<file path="src/flp_cfg.svh">
// Purpose: Offsets, field positions, reset values and widths of the float LED pulse accumulator.
// Assumes: Register addresses are the 8-bit word offsets of the device register space.
// Notes:   Definitions only; included by the package and the design module.
`ifndef FLP_CFG_SVH
`define FLP_CFG_SVH

// ==========================================================================
// Register offsets
`define FLP_ADDR_LED_ROUTE      8'h14
`define FLP_ADDR_FLT_TIMING_A   8'h3E
`define FLP_ADDR_FLT_TIMING_B   8'h3F
`define FLP_ADDR_AMP_REF_A      8'h42
`define FLP_ADDR_FE_CFG_A       8'h43
`define FLP_ADDR_AMP_REF_B      8'h44
`define FLP_ADDR_FE_CFG_B       8'h45
`define FLP_ADDR_CATHODE        8'h54
`define FLP_ADDR_PULSE_MATH     8'h58
`define FLP_ADDR_FLOAT_EN_B     8'h59
`define FLP_ADDR_FIRE_PATTERN   8'h5A
`define FLP_ADDR_FLOAT_EN_A     8'h5E

// ==========================================================================
// Reset values and widths
`define FLP_REG_RESET           16'h0000
`define FLP_READ_UNMAPPED       16'h0000
`define FLP_ACC_W               24
`define FLP_ADC_W               14
`define FLP_NUM_REGS            12

// ==========================================================================
// Field positions (slot A, slot B)
`define FLP_ROUTE_A_LSB         0
`define FLP_ROUTE_B_LSB         2
`define FLP_FLOAT_EN_LSB        13
`define FLP_MATH12_A_LSB        1
`define FLP_MATH12_B_LSB        5
`define FLP_MATH34_A_LSB        8
`define FLP_MATH34_B_LSB        10
`define FLP_FIRE_A_LSB          8
`define FLP_FIRE_B_LSB          12
`define FLP_VCAT_A_LSB          8
`define FLP_VCAT_B_LSB          10
`define FLP_VCAT_OVR_BIT        7
`define FLP_DRV_SEL_LSB         14

// ==========================================================================
// Field codes
`define FLP_ROUTE_FLOAT         2'h0
`define FLP_FLOAT_EN_ON         2'h3

`endif

</file>
<file path="src/flp_pkg.sv">
// Purpose: Types shared by the float LED pulse accumulator and its bench.
// Assumes: flp_cfg.svh supplies widths.
// Notes:   Types only; converter and accumulator widths live in the header, state codes are set here.
`include "flp_cfg.svh"

package flp_pkg;

    // ======================================================================
    // Sequencer states
    typedef enum logic [1:0] {
        FLP_ST_IDLE  = 2'b00,
        FLP_ST_RUN   = 2'b01,
        FLP_ST_WRITE = 2'b10
    } flp_state_t;

    // ======================================================================
    // One integrated pulse result from the converter
    typedef struct packed {
        logic                      done;
        logic [`FLP_ADC_W-1:0]     result;
    } flp_pulse_t;

    // ======================================================================
    // Final sample written to the data registers or FIFO
    typedef struct packed {
        logic                      valid;
        logic                      slot;
        logic [`FLP_ACC_W-1:0]     value;
    } flp_sample_t;

    // ======================================================================
    // Per-slot view of the float LED fields
    typedef struct packed {
        logic [1:0] route;
        logic [1:0] float_en;
        logic [1:0] first_pair_sign_sel;
        logic [1:0] second_pair_sign_sel;
        logic [3:0] pulse_fire_mask;
        logic [1:0] float_led_driver_sel;
        logic [1:0] cathode_bias_sel;
    } flp_slot_cfg_t;

endpackage

</file>
<file path="src/flp_accum.sv">
// Purpose: Float LED synchronous measurement: LED firing pattern and signed pulse accumulation per sample.
// Assumes: Register port, timing strobes and converter results come from logic on mclk; no synchronisers needed.
// Notes:   Registers are a plain word-wide write/read port; the serial host port sits outside this block.
//
// Operation
// - In each pulse pair the LED fires in one pulse only; the code fires wherever the fire-pattern bit is zero.
// - Dark-pulse results are subtracted from lit-pulse results in the accumulator; the code takes each sign from the pair-sign codes, not from which pulse is lit.
// - Fire decision per pulse position comes from the fire-pattern register upper byte.
// - Fire and sign patterns repeat every four pulses across the whole count.
// - After all pulses, exactly one write of the final accumulated value.
// - Slot route field zero places that slot in float mode.
// - Float enable code 3 floats the photodiode between connect pulses.
// - First-pair code 2 subtracts first pulse and adds second.
// - Second-pair code 1 adds third pulse and subtracts fourth.
// - Cathode override bit set uses per-slot cathode settings instead of global.
// - Driver select code 00 drives no LED, 01 the first LED.
// - Fire-pattern bits are active low: zero fires the LED.
// - Lowest fire bit governs first pulse, highest bit the fourth.
`timescale 1ns/1ps
`include "flp_cfg.svh"

module flp_accum (
    // Clock, reset and enable
    input  wire logic                   mclk,
    input  wire logic                   arst_n,
    input  wire logic                   ce,
    // Register port
    input  wire logic [7:0]             reg_addr,
    input  wire logic [15:0]            reg_wdata,
    input  wire logic                   reg_wr,
    input  wire logic                   reg_rd,
    output logic      [15:0]            reg_rdata,
    // Timing core
    input  wire logic                   sample_start,
    input  wire logic                   sample_slot,
    input  wire logic [7:0]             pulse_count_a,
    input  wire logic [7:0]             pulse_count_b,
    input  wire logic                   led_window,
    input  wire logic [1:0]             global_cathode,
    // Converter
    input  flp_pkg::flp_pulse_t         pulse_in,
    // Analog and LED controls
    output logic      [2:0]             led_drive,
    output logic                        pd_float,
    output logic      [1:0]             cathode_bias,
    // Result
    output flp_pkg::flp_sample_t        sample_out,
    output logic                        busy
);

    // ======================================================================
    // Register storage
    logic [15:0]             regs_q [`FLP_NUM_REGS];
    logic [15:0]             rdata_q;
    logic                    hit;
    logic [3:0]              idx;

    // Address decode; an unmapped address hits nothing and reads as zero.
    always_comb begin
        hit = 1'b1;
        idx = 4'h0;
        if (reg_addr == `FLP_ADDR_LED_ROUTE) begin
            idx = 4'h0;
        end else if (reg_addr == `FLP_ADDR_FLT_TIMING_A) begin
            idx = 4'h1;
        end else if (reg_addr == `FLP_ADDR_FLT_TIMING_B) begin
            idx = 4'h2;
        end else if (reg_addr == `FLP_ADDR_AMP_REF_A) begin
            idx = 4'h3;
        end else if (reg_addr == `FLP_ADDR_FE_CFG_A) begin
            idx = 4'h4;
        end else if (reg_addr == `FLP_ADDR_AMP_REF_B) begin
            idx = 4'h5;
        end else if (reg_addr == `FLP_ADDR_FE_CFG_B) begin
            idx = 4'h6;
        end else if (reg_addr == `FLP_ADDR_CATHODE) begin
            idx = 4'h7;
        end else if (reg_addr == `FLP_ADDR_PULSE_MATH) begin
            idx = 4'h8;
        end else if (reg_addr == `FLP_ADDR_FLOAT_EN_B) begin
            idx = 4'h9;
        end else if (reg_addr == `FLP_ADDR_FIRE_PATTERN) begin
            idx = 4'hA;
        end else if (reg_addr == `FLP_ADDR_FLOAT_EN_A) begin
            idx = 4'hB;
        end else begin
            hit = 1'b0;
        end
    end

    // Register writes; configuration may change mid-sample and takes effect at once.
    always_ff @(posedge mclk or negedge arst_n) begin
        if (!arst_n) begin
            for (int i = 0; i < `FLP_NUM_REGS; i++) begin
                regs_q[i] <= `FLP_REG_RESET;
            end
        end else if (ce && reg_wr && hit) begin
            regs_q[idx] <= reg_wdata;
        end
    end

    // Read data is registered; it is valid the cycle after reg_rd.
    always_ff @(posedge mclk or negedge arst_n) begin
        if (!arst_n) begin
            rdata_q <= `FLP_READ_UNMAPPED;
        end else if (ce && reg_rd) begin
            rdata_q <= hit ? regs_q[idx] : `FLP_READ_UNMAPPED;
        end
    end

    assign reg_rdata = rdata_q;

    // ======================================================================
    // Per-slot field extraction
    flp_pkg::flp_slot_cfg_t  slot_cfg [2];
    logic                    cat_ovr;

    generate
        for (genvar s = 0; s < 2; s++) begin : g_slot
            localparam int RLSB = (s == 0) ? `FLP_ROUTE_A_LSB  : `FLP_ROUTE_B_LSB;
            localparam int M1   = (s == 0) ? `FLP_MATH12_A_LSB : `FLP_MATH12_B_LSB;
            localparam int M3   = (s == 0) ? `FLP_MATH34_A_LSB : `FLP_MATH34_B_LSB;
            localparam int FLSB = (s == 0) ? `FLP_FIRE_A_LSB   : `FLP_FIRE_B_LSB;
            localparam int VLSB = (s == 0) ? `FLP_VCAT_A_LSB   : `FLP_VCAT_B_LSB;
            assign slot_cfg[s].route                = regs_q[0][RLSB+:2];
            assign slot_cfg[s].float_en             = regs_q[(s == 0) ? 11 : 9][`FLP_FLOAT_EN_LSB+:2];
            assign slot_cfg[s].first_pair_sign_sel  = regs_q[8][M1+:2];
            assign slot_cfg[s].second_pair_sign_sel = regs_q[8][M3+:2];
            assign slot_cfg[s].pulse_fire_mask      = regs_q[10][FLSB+:4];
            assign slot_cfg[s].float_led_driver_sel = regs_q[1 + s][`FLP_DRV_SEL_LSB+:2];
            assign slot_cfg[s].cathode_bias_sel     = regs_q[7][VLSB+:2];
        end
    endgenerate

    assign cat_ovr = regs_q[7][`FLP_VCAT_OVR_BIT];

    // ======================================================================
    // Sample sequencer
    flp_pkg::flp_state_t     state_q;
    logic                    slot_q;
    logic [7:0]              total_q;
    logic [7:0]              cnt_q;
    logic [1:0]              pos_q;
    logic                    start_ok;
    logic                    last_pulse;
    logic [7:0]              start_count;
    flp_pkg::flp_slot_cfg_t  cur;

    assign cur         = slot_cfg[slot_q];
    assign start_count = sample_slot ? pulse_count_b : pulse_count_a;
    // only a float-routed slot with pulses starts a sample
    assign start_ok    = (state_q == flp_pkg::FLP_ST_IDLE) && sample_start
                         && (slot_cfg[sample_slot].route == `FLP_ROUTE_FLOAT) && (start_count != 8'h00);
    assign last_pulse  = (cnt_q == total_q - 8'h01);
    assign busy        = (state_q != flp_pkg::FLP_ST_IDLE);

    // State machine: idle, accumulate the programmed count, then one write.
    always_ff @(posedge mclk or negedge arst_n) begin
        if (!arst_n) begin
            state_q <= flp_pkg::FLP_ST_IDLE;
        end else if (ce) begin
            case (state_q)
                flp_pkg::FLP_ST_IDLE: begin
                    if (start_ok) begin
                        state_q <= flp_pkg::FLP_ST_RUN;
                    end
                end
                flp_pkg::FLP_ST_RUN: begin
                    // write only after the last pulse
                    if (pulse_in.done && last_pulse) begin
                        state_q <= flp_pkg::FLP_ST_WRITE;
                    end
                end
                default: begin
                    state_q <= flp_pkg::FLP_ST_IDLE;
                end
            endcase
        end
    end

    // Slot and pulse total are latched at start so a reprogrammed count cannot cut a sample short.
    always_ff @(posedge mclk or negedge arst_n) begin
        if (!arst_n) begin
            slot_q  <= 1'b0;
            total_q <= 8'h00;
        end else if (ce && start_ok) begin
            slot_q  <= sample_slot;
            total_q <= start_count;
        end
    end

    // Pulse counter and position within the group of four.
    always_ff @(posedge mclk or negedge arst_n) begin
        if (!arst_n) begin
            cnt_q <= 8'h00;
            pos_q <= 2'h0;
        end else if (ce) begin
            if (start_ok) begin
                cnt_q <= 8'h00;
                pos_q <= 2'h0;
            end else if (state_q == flp_pkg::FLP_ST_RUN && pulse_in.done) begin
                cnt_q <= cnt_q + 8'h01;
                pos_q <= pos_q + 2'h1;
            end
        end
    end

    // ======================================================================
    // Signed accumulation
    logic [`FLP_ACC_W-1:0]   acc_q;
    logic [`FLP_ACC_W-1:0]   term;
    logic                    negate;

    assign term = {{(`FLP_ACC_W-`FLP_ADC_W){1'b0}}, pulse_in.result};

    // pair signs: upper bit negates the earlier pulse, lower bit the later one.
    always_comb begin
        case (pos_q)
            2'h0:    negate = cur.first_pair_sign_sel[1];
            2'h1:    negate = cur.first_pair_sign_sel[0];
            2'h2:    negate = cur.second_pair_sign_sel[1];
            default: negate = cur.second_pair_sign_sel[0];
        endcase
    end

    // Wraps silently on overflow; the width covers 255 full-scale pulses.
    always_ff @(posedge mclk or negedge arst_n) begin
        if (!arst_n) begin
            acc_q <= '0;
        end else if (ce) begin
            if (start_ok) begin
                acc_q <= '0;
            end else if (state_q == flp_pkg::FLP_ST_RUN && pulse_in.done) begin
                acc_q <= negate ? acc_q - term : acc_q + term;
            end
        end
    end

    always_ff @(posedge mclk or negedge arst_n) begin
        if (!arst_n) begin
            sample_out <= '0;
        end else if (ce) begin
            sample_out.valid <= (state_q == flp_pkg::FLP_ST_WRITE);
            if (state_q == flp_pkg::FLP_ST_WRITE) begin
                sample_out.slot  <= slot_q;
                sample_out.value <= acc_q;
            end
        end
    end

    // ======================================================================
    // LED, float and cathode controls
    logic                    fire_now;
    logic [2:0]              drv_onehot;

    assign fire_now = ~cur.pulse_fire_mask[pos_q];

    always_comb begin
        case (cur.float_led_driver_sel)
            2'h0:    drv_onehot = 3'h0;
            2'h1:    drv_onehot = 3'h1;
            2'h2:    drv_onehot = 3'h2;
            default: drv_onehot = 3'h4;
        endcase
    end

    always_ff @(posedge mclk or negedge arst_n) begin
        if (!arst_n) begin
            led_drive <= 3'h0;
        end else if (ce) begin
            led_drive <= (state_q == flp_pkg::FLP_ST_RUN && led_window && fire_now) ? drv_onehot : 3'h0;
        end
    end

    always_ff @(posedge mclk or negedge arst_n) begin
        if (!arst_n) begin
            pd_float <= 1'b0;
        end else if (ce) begin
            pd_float <= (state_q == flp_pkg::FLP_ST_RUN) && (cur.float_en == `FLP_FLOAT_EN_ON);
        end
    end

    always_ff @(posedge mclk or negedge arst_n) begin
        if (!arst_n) begin
            cathode_bias <= 2'h0;
        end else if (ce) begin
            cathode_bias <= cat_ovr ? cur.cathode_bias_sel : global_cathode;
        end
    end

    // ======================================================================
    // Assertions
    clear_on_start_a: assert property (@(posedge mclk) disable iff (!arst_n)
        (ce && start_ok) |=> (acc_q == '0))
        else $error("Accumulator not cleared at sample start.");

    single_write_a: assert property (@(posedge mclk) disable iff (!arst_n)
        (ce && state_q == flp_pkg::FLP_ST_RUN && pulse_in.done && last_pulse) |=> ce [*1] ##1 sample_out.valid)
        else $error("Final value not written after last pulse.");

    write_once_a: assert property (@(posedge mclk) disable iff (!arst_n)
        (ce && sample_out.valid) |=> !sample_out.valid)
        else $error("Result written twice for one sample.");

    float_route_a: assert property (@(posedge mclk) disable iff (!arst_n)
        (ce && state_q == flp_pkg::FLP_ST_IDLE && slot_cfg[sample_slot].route != `FLP_ROUTE_FLOAT)
        |=> (state_q == flp_pkg::FLP_ST_IDLE))
        else $error("Sample started on a slot not in float mode.");

    group_wrap_a: assert property (@(posedge mclk) disable iff (!arst_n)
        (ce && state_q == flp_pkg::FLP_ST_RUN && pulse_in.done && pos_q == 2'h3 && !last_pulse)
        |=> (pos_q == 2'h0))
        else $error("Pulse position did not wrap after four pulses.");

    first_sub_a: assert property (@(posedge mclk) disable iff (!arst_n)
        (ce && state_q == flp_pkg::FLP_ST_RUN && pulse_in.done && pos_q == 2'h0
         && cur.first_pair_sign_sel == 2'h2)
        |=> (acc_q == $past(acc_q) - $past(term)))
        else $error("First pulse not subtracted for pair code 2.");

    fourth_sub_a: assert property (@(posedge mclk) disable iff (!arst_n)
        (ce && state_q == flp_pkg::FLP_ST_RUN && pulse_in.done && pos_q == 2'h3
         && cur.second_pair_sign_sel == 2'h1)
        |=> (acc_q == $past(acc_q) - $past(term)))
        else $error("Fourth pulse not subtracted for pair code 1.");

    dark_pulse_a: assert property (@(posedge mclk) disable iff (!arst_n)
        (ce && cur.pulse_fire_mask[pos_q]) |=> (led_drive == 3'h0))
        else $error("LED fired in a position whose mask bit is one.");

    no_led_sel_a: assert property (@(posedge mclk) disable iff (!arst_n)
        (ce && cur.float_led_driver_sel == 2'h0) |=> (led_drive == 3'h0))
        else $error("LED driven with driver select zero.");

    third_drv_a: assert property (@(posedge mclk) disable iff (!arst_n)
        (ce && state_q == flp_pkg::FLP_ST_RUN && led_window && fire_now
         && cur.float_led_driver_sel == 2'h3) |=> (led_drive == 3'h4))
        else $error("Driver code 3 did not select the third LED.");

    float_en_a: assert property (@(posedge mclk) disable iff (!arst_n)
        (ce && state_q == flp_pkg::FLP_ST_RUN && cur.float_en == `FLP_FLOAT_EN_ON) |=> pd_float)
        else $error("Photodiode not floated with enable code 3.");

    cathode_ovr_a: assert property (@(posedge mclk) disable iff (!arst_n)
        (ce && cat_ovr) |=> (cathode_bias == $past(cur.cathode_bias_sel)))
        else $error("Override did not select per-slot cathode setting.");

endmodule

</file>
<file path="config.mk">
export PLATFORM = sky130hd
export DESIGN_NAME = flp_accum
export DESIGN_NICKNAME = d
export VERILOG_FILES = /design/src/flp_pkg.sv /design/src/flp_accum.sv
export VERILOG_INCLUDE_DIRS = /design/src /design/src/src
export SDC_FILE = /design/constraint.sdc
export NUM_CORES = 1
export LEC_CHECK = 0
export BUFFER_PORTS_ARGS = -buffer_cell sky130_fd_sc_hd__buf_2
export CAP_MARGIN = 40
export CELL_PAD_IN_SITES_DETAIL_PLACEMENT = 2
export CELL_PAD_IN_SITES_GLOBAL_PLACEMENT = 2
export CORE_MARGIN = 2
export CORE_UTILIZATION = 40
export CTS_CLUSTER_SIZE = 40
export DETAILED_ROUTE_END_ITERATION = 7
export PLACE_DENSITY = 0.88
export SYNTH_ARGS = -nofsm -noshare
export SYNTH_HDL_FRONTEND = slang
export SYNTH_SLANG_ARGS = --single-unit
</file>
<file path="constraint.sdc">
create_clock -name mclk -period 7.85 [get_ports mclk]
set_input_delay 0.785 -clock mclk [delete_from_list [all_inputs] [get_ports mclk]]
set_output_delay 0.785 -clock mclk [all_outputs]
set_load 0.01 [all_outputs]
</file>
==> metrics.txt, run 1 <==
detailed placement HPWL 33210 um; Least-Margin Pin Slew 0.9230 ns; vias per cell 6.010; # port buffers 113; HP Class primary input to async pin; die width 194.8 um; post-synthesis cell area 14570 sq um; Final Cycle Share 64.02%; peak supply drop 0.1851 mV; Most used DFF post-synth dfrtp_1; Crit path largest cell delay 0.50 ns; Lkg Pwr 8.077 nW; FF-to-FF setup slack 2.82 ns; Post-CTS Setup Bufs 0; crit-path cells inv_1, ha_1, a222oi_1, o21ai_0, a21oi_2, buf_6, a21boi_1, a21oi_1, xor2_1, ha_1, a21oi_1, o21ai_0, nand4_1, o21ai_0, o31a_1, o21ai_0, a21oi_1, o32ai_1; register area share after synthesis 48.95%; Clock Latency Late Sink 0.53 ns; Critical Path Stages 18; worst r2r path cells 18; distinct cell type count after synthesis 72; cts repair resizes 0; DRC viols 0; CTS root buffer clkbuf_16; post-synthesis simple-gate area fraction 11.86%; max-slew violations 0; most used cell, CP o21ai_0; status finished, final reports clean; element type at the critical path end flip-flop; CTS tree yes; Fin. Hold Viols 0; Synth async-reset ratio 100.0%; routability-driven placement congestion ratio 0.8066; Final Critical Period 5.026 ns; row cnt 69; final layout net count 1528; vias in the first global route 13270; adder-cell share of the synthesized area 2.714%; layout cells sized above 1 30.03%; Final Skew 0.01236 ns; CP top delay family compound AO/OA/AOI/OAI gates; Ys Warns 0; Post-synth EDFFs 0; Area Growth Syn to Fin 15.35%; via count 11516; Initial Utilization 40.76%; proportion of synthesized area in mux cells 18.15%; Sink Count 285; fillers 3611; post-route ant nets 0; CTS Buf Count 34; Max Buffers Root-to-Sink 3; Cell Area, Placed 15650 sq um; Startpoint Class flip-flop; RSZ-0062 raised after global routing no; Synth Register Bits 285; CP arrival 5.44 ns; Critical R2R Capture acc_q[23]; CP Max Fanout 12; Post-Syn Nets 1438; GRT Util Overall 27.44%; overall die height 194.8 um; # setup viols final 0; CP Buf/Inv Count 2; n_diodes 0; Pwr Density 275.6 nW/um^2; CP Launch Point pos_q[0]; relative slew slack 38.32%; Synth Area in XOR/XNOR 2.284%; largest net degree at the start of global routing 94; num ports 114; critical path required time 8.27 ns; initial antenna violation count 0; H-tree depth 2; max_cap viols 0; largest family of logic cells by synthesized area multiplexers; Pwr Total 4.631 mW; number of hold buffers added after cts 0; Core Region 35740 sq um; First-pass DRT Iterations 5; Max Freq 199.0 MHz; Worst-path clk slew 0.06 ns; Sum Neg Setup Slack 0 ns; post-synthesis instance total 1342; grt total ovfl 0; complex-gate fraction of the synthesized area 12.88%; CP Capture Point acc_q[23]; DR iter-0 viols 585; die area 37960 sq um; Worst path slowest cell dfrtp_1; Mapped Avg Cell Area 10.86 sq um; reg2reg start pos_q[0]; first-pass GRT wire length 81090 um; CP Class flip-flop to flip-flop; final WL 50910 um; final std cell area, no fill 16800 sq um; drt wl/cell 26.57 um
==> layout make-up <==
type	instances	area [sq um]	area share [%]
clock buffers	52	1070	6.366
inverters	19	71.32	0.4244
flip-flops and latches	285	7132	42.44
repair buffers	142	870.8	5.182
well taps	461	576.8	3.432
multi-input cells	950	6995	41.63
clock inverters	7	88.84	0.5286
==> cells by family after synthesis <==
family,Yosys count
AND/OR/NAND/NOR,371
flip-flops,285
AO/OA/AOI/OAI,279
multiplexers,231
buffers and inverters,107
XOR/XNOR,38
adder cells (fa/ha/maj),31
==> metal layers <==
metal / track usage (%) / wire length (um) / vias up
met4: 9.160 / 1497 / 0
met2: 48.13 / 25850 / 308
met5: 0 / 0 / -
li1: - / - / 5034
met3: 3.974 / 2038 / 101
met1: 34.78 / 21520 / 6073
==> how the worst min path moves through the flow <==
stage | startpoint | end | slack, ns | cells past startpoint
finish | arst_n | total_q[3] | 0.25 | 1
global route | arst_n | total_q[3] | 0.32 | 1
CTS | arst_n | total_q[3] | 0.30 | 1
detailed placement | cathode_bias[0] | cathode_bias[0] | 0.48 | 1
global placement | sample_out[1] | sample_out[1] | 0.46 | 2
floorplan | acc_q[2] | acc_q[2] | 0.46 | 2
==> synth_stat cells, types with 5 or more instances <==
cell type | number | area share, %
nor4_1 | 8 | 0.34
buf_4 | 6 | 0.31
mux2i_1 | 14 | 0.96
o21a_1 | 7 | 0.36
xor2_1 | 27 | 1.6
nand2_1 | 176 | 4.5
clkbuf_1 | 60 | 1.5
a21oi_1 | 81 | 2.8
o21ai_0 | 56 | 1.9
xnor2_1 | 11 | 0.66
buf_2 | 17 | 0.58
o31ai_1 | 9 | 0.46
o221ai_1 | 33 | 2.0
a32o_1 | 20 | 1.4
nand3_1 | 72 | 2.5
and3_1 | 7 | 0.30
dfrtp_1 | 285 | 49
a21o_1 | 12 | 0.62
nor3_1 | 14 | 0.48
mux2_4 | 10 | 1.0
nand4_1 | 5 | 0.21
mux2_2 | 205 | 16
ha_1 | 30 | 2.6
inv_1 | 19 | 0.49
or2_2 | 5 | 0.21
a21boi_0 | 19 | 0.98
or3_1 | 10 | 0.43
nor2_1 | 39 | 1.0
nand2b_1 | 6 | 0.26
==> worst register-to-register path, cell delays in order, from the launching register on <==
cell	delay, ns
dfrtp_1	0.50
inv_1	0.13
ha_1	0.25
a222oi_1	0.35
o21ai_0	0.16
a21oi_2	0.49
buf_6	0.23
a21boi_1	0.50
a21oi_1	0.11
xor2_1	0.17
ha_1	0.35
a21oi_1	0.14
o21ai_0	0.24
nand4_1	0.18
o21ai_0	0.12
o31a_1	0.27
o21ai_0	0.31
a21oi_1	0.13
o32ai_1	0.30
==> metrics by stage <==
stage	setup slack [ns]	cells	hold slack, ns	util (%)
global placement	3.077	1847	0.4608	43.35
finish	2.824	1916	0.2488	47.02
global route	2.397	1916	0.3238	47.02
floorplan	3.760	1342	0.4635	-
CTS	2.848	1916	0.3048	47.02
detailed placement	2.883	1857	0.4770	43.78
==> where the power goes <==
group          internal, mW  switching [mW]  total (mW)
clock                  1.00           0.649        1.65
combinational         0.489           0.736        1.22
sequential             1.60           0.155        1.75
==> registers in the layout, indices dropped and copies added, names as in the netlist, 2 cells and up <==
signal / cells
regs_q: 191
acc_q: 24
cathode_bias: 2
reg_rdata: 16
state_q: 2
led_drive: 3
cnt_q: 8
total_q: 8
pos_q: 2
sample_out: 26
==> layout by cell type, fill, tap and decap left out, types with 19 or more instances in the layout <==
cell type / n
nand3_1: 72
buf_2: 112
buf_4: 20
xor2_1: 27
mux2_2: 205
a21boi_0: 19
a32o_1: 20
ha_1: 30
clkbuf_16: 35
nand2_1: 176
nor2_1: 39
dfrtp_1: 285
o21ai_0: 56
a21oi_1: 80
inv_1: 19
o221ai_1: 33
Note: power is estimated with default switching activity, not from simulation.
==> inputs of run 2 (changes only) <==
- clock period: 7.85 -> 5.2 ns (I/O delays scaled with it)
==> run 2 against run 1 <==
Against the previous run: sequential cell count unchanged; sequential power up 51%; design area down 0.66%; largest power group unchanged.
==> metrics.txt, run 2 (synthesis gave the netlist of run 1 again) <==
commonest non-fill, non-tap cell in the layout dfrtp_1; die area 37960 sq um; Pwr Density 409.4 nW/um^2; CP Class flip-flop to flip-flop; Lkg Pwr 8.024 nW; Sink Count 285; CP top delay family compound AO/OA/AOI/OAI gates; DRC viols 0; most used cell, CP ha_1; # port buffers 113; Startpoint Class flip-flop; Core Region 35740 sq um; CP arrival 5.30 ns; die width 194.8 um; Final Critical Period 4.843 ns; Critical Path Stages 17; Fin. Hold Viols 0; final WL 50960 um; First-pass DRT Iterations 4; row cnt 69; worst r2r path cells 17; initial antenna violation count 0; hold depth 3; Area Growth Syn to Fin 14.58%; Least-Margin Pin Slew 0.9202 ns; max-slew violations 0; HP Start led_window; largest registers regs_q: 191 flops, sample_out: 26 flops, acc_q: 24 flops; commonest non-fill, non-tap cells in the layout dfrtp_1 (285), mux2_2 (205), nand2_1 (176), buf_2 (112), a21oi_1 (80); final layout net count 1534; via count 11504; layout cells sized above 1 29.97%; Worst-path clk slew 0.06 ns; vias in the first global route 13146; Placed Cells 1861; Top reg by flops regs_q; Max Buffers Root-to-Sink 3; HP Class primary input to flip-flop; post-route ant nets 0; H-tree depth 2; vias per cell 5.995; FF-to-FF setup slack 0.36 ns; routability-driven placement congestion ratio 0.8612; n_diodes 0; Crit path largest cell delay 0.51 ns; DR iter-0 viols 529; # setup viols final 0; status finished, final reports clean; final std cell area, no fill 16690 sq um; CTS Buf Count 34; overall die height 194.8 um; element type at the critical path end flip-flop; crit-path cells inv_1, ha_1, a222oi_1, o21ai_0, a21oi_2, buf_4, nand2_1, xor2_1, ha_1, o21a_1, o31a_1, o41ai_1, a21boi_0, o41a_1, or4_1, a31oi_1, a211o_1; CP Buf/Inv Count 2; Clock Latency Late Sink 0.53 ns; CTS tree yes; RSZ-0062 raised after global routing no; CTS root buffer clkbuf_16; Cell Area, Placed 15640 sq um; Final Cycle Share 93.13%; Hold Path Sink led_drive[0]; largest net degree at the start of global routing 117; Post-Layout Cell Count 1919; first-pass GRT wire length 79230 um; DP Worst Slack 0.5532 ns; grt total ovfl 0; Critical R2R Capture acc_q[22]; Initial Utilization 40.76%; max_cap viols 0; Final Skew 0.02186 ns; detailed placement HPWL 34260 um; final worst slack 0.3570 ns; drt wl/cell 26.56 um; Post-CTS Setup Bufs 0; Sum Neg Setup Slack 0 ns; fillers 3631; Worst path slowest cell dfrtp_1; CP Max Fanout 17; max FFs per register 191; peak supply drop 0.2590 mV; relative slew slack 38.51%; Max Freq 206.5 MHz; num ports 114; reg2reg start pos_q[0]; WHS 0.2935 ns; critical path required time 5.66 ns; GRT Util Overall 27.04%
## run 2: cell count changes in the layout (fill, tap and decap cells not counted), sizes merged
| cell | delta |
|---|---|
| bufinv | -2 |
| clkinv | +2 |
| clkinvlp | +1 |
| clkbuf | -4 |
| buf | +5 |
| dlygate4sd3 | +1 |
## run 2: repair_timing
item / in CTS / in global routing
hold buffers: 1 / 0
resized for setup: 0 / 1
hold endpoints to repair: 2 / 0
setup endpoints to repair: 0 / 2
## run 2: per-stage QoR
step / util [%] / total power, mW
CTS: 46.67 / 6.879
finish: 46.71 / 6.834
global placement: 43.59 / 4.365
floorplan: - / 3.880
detailed placement: 43.76 / 4.540
global route: 46.71 / 7.206
## run 2: per-layer routing
layer / vias up / track usage, % / part of all wire [%]
met5: - / 0 / 0
met4: 0 / 10.57 / 3.6
met3: 113 / 3.870 / 4.3
met2: 315 / 47.86 / 51
met1: 6031 / 33.32 / 41
li1: 5045 / - / -
## run 2: power breakdown
part,switching (mW),internal [mW]
logic,1.17,0.749
clock network,0.959,1.31
registers,0.226,2.42
total,2.36,4.48
## run 2: worst max-delay path by stage
| stage | endpoint | from | slack, ns |
|---|---|---|---|
| finish | acc_q[22] | pos_q[0] | 0.36 |
| global route | acc_q[22] | pos_q[0] | 0.05 |
| CTS | acc_q[22] | pos_q[0] | 0.39 |
| detailed placement | acc_q[22] | pos_q[0] | 0.55 |
| global placement | acc_q[22] | pos_q[0] | 0.90 |
| floorplan | acc_q[22] | pos_q[0] | 1.11 |
## run 2: area by class of cell
cell class                      count  area [sq um]  area share (%)
Tap cell                          461         576.8           3.455
Clock inverter                      8         46.29          0.2773
Inverter                           19         71.32          0.4272
Multi-Input combinational cell    950          6999           41.93
Sequential cell                   285          7132           42.72
Timing Repair Buffer              148         883.3           5.292
Clock buffer                       48         984.7           5.899
## run 2: tightest hold or removal path, delay by kind of cell
kind	cells	cell delay, ns
compound gates	1	0.08
buf+inv	1	0.10
simple gates	1	0.09
==> inputs of run 3 (changes only) <==
- BUFFER_PORTS_ARGS: -buffer_cell sky130_fd_sc_hd__buf_2 -> not set
- CORE_ASPECT_RATIO: not set -> 1.2
- DONT_BUFFER_PORTS: not set -> 1
- PLACE_DENSITY: 0.88 -> 0.84
==> run 3 against run 2 <==
Against the previous run: the run now ends with hold timing left; largest power group unchanged; worst hold slack worse by 0.66 ns; non-clock buffer count down 117; design area down 3.8%; via count down 5.6%; cell count down 5.7%; critical path type unchanged; sequential cell count unchanged; wire length down 7.6%; combinational power down 11%; core utilization down 2.0 points.
==> metrics.txt, run 3 (synthesis gave the netlist of run 1 again) <==
status finished, violations left; failing checks hold timing; row cnt 76; Clock Latency Late Sink 0.58 ns; die width 178.2 um; first-pass GRT wire length 73680 um; worst r2r path cells 17; Max Freq 210.8 MHz; FF-to-FF setup slack 0.46 ns; final WL 47080 um; vias in the first global route 12554; WHS -0.3698 ns; DR iter-0 viols 556; Post-CTS Setup Bufs 0; vias per cell 5.998; RSZ-0062 raised after global routing no; CTS tree yes; highest routed layer met5; CP arrival 5.22 ns; Area Growth Syn to Fin 10.21%; critical path required time 5.67 ns; CP Class flip-flop to flip-flop; Final Cycle Share 91.23%; Least-Margin Pin Slew 0.8895 ns; overall die height 213.1 um; Worst-path clk slew 0.06 ns; # setup viols final 0; detailed placement HPWL 30970 um; Cell Area, Placed 15020 sq um; CP Max Fanout 22; Critical R2R Capture acc_q[23]; reg2reg start pos_q[0]; relative slew slack 40.64%; DRC viols 0; peak supply drop 0.2785 mV; First-pass DRT Iterations 5; routability-driven placement congestion ratio 0.8000; Routed met1 length 18780 um; Sink Count 285; final layout net count 1414; CTS Buf Count 31; commonest non-fill, non-tap cells in the layout dfrtp_1 (285), mux2_2 (205), nand2_1 (176), a21oi_1 (81), nand3_1 (72); max_cap viols 0; Fin. Hold Viols 285; largest registers regs_q: 191 flops, sample_out: 26 flops, acc_q: 24 flops; drt wl/cell 26.01 um; Core Region 35940 sq um; Pwr Density 410.3 nW/um^2; post-route ant nets 0; n_diodes 0; Sum Neg Setup Slack 0 ns; CTS root buffer clkbuf_16; Final Skew 0.01045 ns; num ports 114; GRT Util Overall 25.30%; final std cell area, no fill 16060 sq um; max FFs per register 191; routed wl met2 24530 um; # port buffers 0; HP Class primary input to async pin; Final Critical Period 4.744 ns; H-tree depth 1; Lkg Pwr 7.460 nW; Max Buffers Root-to-Sink 3; Top reg by flops regs_q; element type at the critical path end flip-flop; largest net degree at the start of global routing 286; Initial Utilization 40.53%; via count 10856; commonest non-fill, non-tap cell in the layout dfrtp_1; max-slew violations 0; die area 37970 sq um; layout cells sized above 1 24.07%; Startpoint Class flip-flop; initial antenna violation count 1; DR WL met3 2329 um; grt total ovfl 0
[run 3: cell types whose count changed in the layout (fill, tap and decap cells not counted), moves of 2 or more]
cell	delta
buf_2	-112
clkbuf_16	-4
clkbuf_8	-4
bufinv_16	+3
clkinv_2	+3
clkinvlp_4	+3
buf_4	-2
buf_8	-2
clkbuf_1	-2
[run 3: what timing repair did]
action / in CTS / in global routing
gates resized for setup: 0 / 1
setup endpoints to repair: 0 / 2
endpoints found under the hold margin: 285 / 285
[run 3: stage by stage]
| step | worst slack [ns] | util (%) | power (mW) | std cells | hold WS (ns) |
|---|---|---|---|---|---|
| 2_1_floorplan | 1.110 | - | 3.880 | 1342 | 0.2244 |
| 3_3_place_gp | 0.7150 | 41.68 | 4.242 | 1749 | 0.2348 |
| 3_5_place_dp | 0.4574 | 41.80 | 4.363 | 1752 | 0.2325 |
| 4_1_cts | 0.3437 | 44.62 | 6.649 | 1809 | -0.3970 |
| 5_1_grt | 0.05871 | 44.67 | 6.962 | 1810 | -0.3893 |
| 6_report | 0.4563 | 44.67 | 6.588 | 1810 | -0.3698 |
[run 3: how the worst max path moves through the flow]
stage	startpoint	end	depth (start not counted)
2_1_floorplan	pos_q[0]	acc_q[22]	17
3_3_place_gp	pos_q[0]	acc_q[16]	17
3_5_place_dp	pos_q[0]	acc_q[23]	17
4_1_cts	pos_q[0]	acc_q[23]	17
5_1_grt	pos_q[0]	acc_q[23]	17
6_report	pos_q[0]	acc_q[23]	17
[run 3: worst max-delay path, stage by stage (launching register included)]
cell and delay [ns]:
dfrtp_1 0.48, inv_1 0.12, ha_1 0.24, a222oi_1 0.33
o21ai_0 0.14, a21oi_1 0.17, buf_4 0.28, a21boi_2 0.39
a21oi_1 0.14, ha_1 0.38, a21oi_1 0.17, o21ai_0 0.14
o41ai_1 0.44, o21ai_0 0.20, o31a_1 0.28, o21ai_0 0.29
a21oi_1 0.12, o32ai_1 0.31
[run 3: power by group]
group | internal, mW | leakage, nW | total (mW) | switching (mW)
combinational | 0.709 | 3.06 | 1.70 | 0.989
clock | 1.27 | 0.494 | 2.24 | 0.964
sequential | 2.41 | 3.90 | 2.65 | 0.238
[run 3: final cells by class]
| type | instances | area, sq um |
|---|---|---|
| clock inverters | 19 | 191.4 |
| flip-flops and latches | 285 | 7132 |
| multi-input cells | 950 | 6995 |
| well taps | 468 | 585.6 |
| repair buffers | 31 | 259.0 |
| clock buffers | 38 | 822.0 |
| inverters | 19 | 71.32 |
| fillers | 3666 | 19890 |
[run 3: per-layer routing]
layer  track usage (%)  vias up
li1                  -     4817
met1             29.41     5702
met2             46.50      245
met3             4.736       90
met4             8.466        2
met5                 0        -
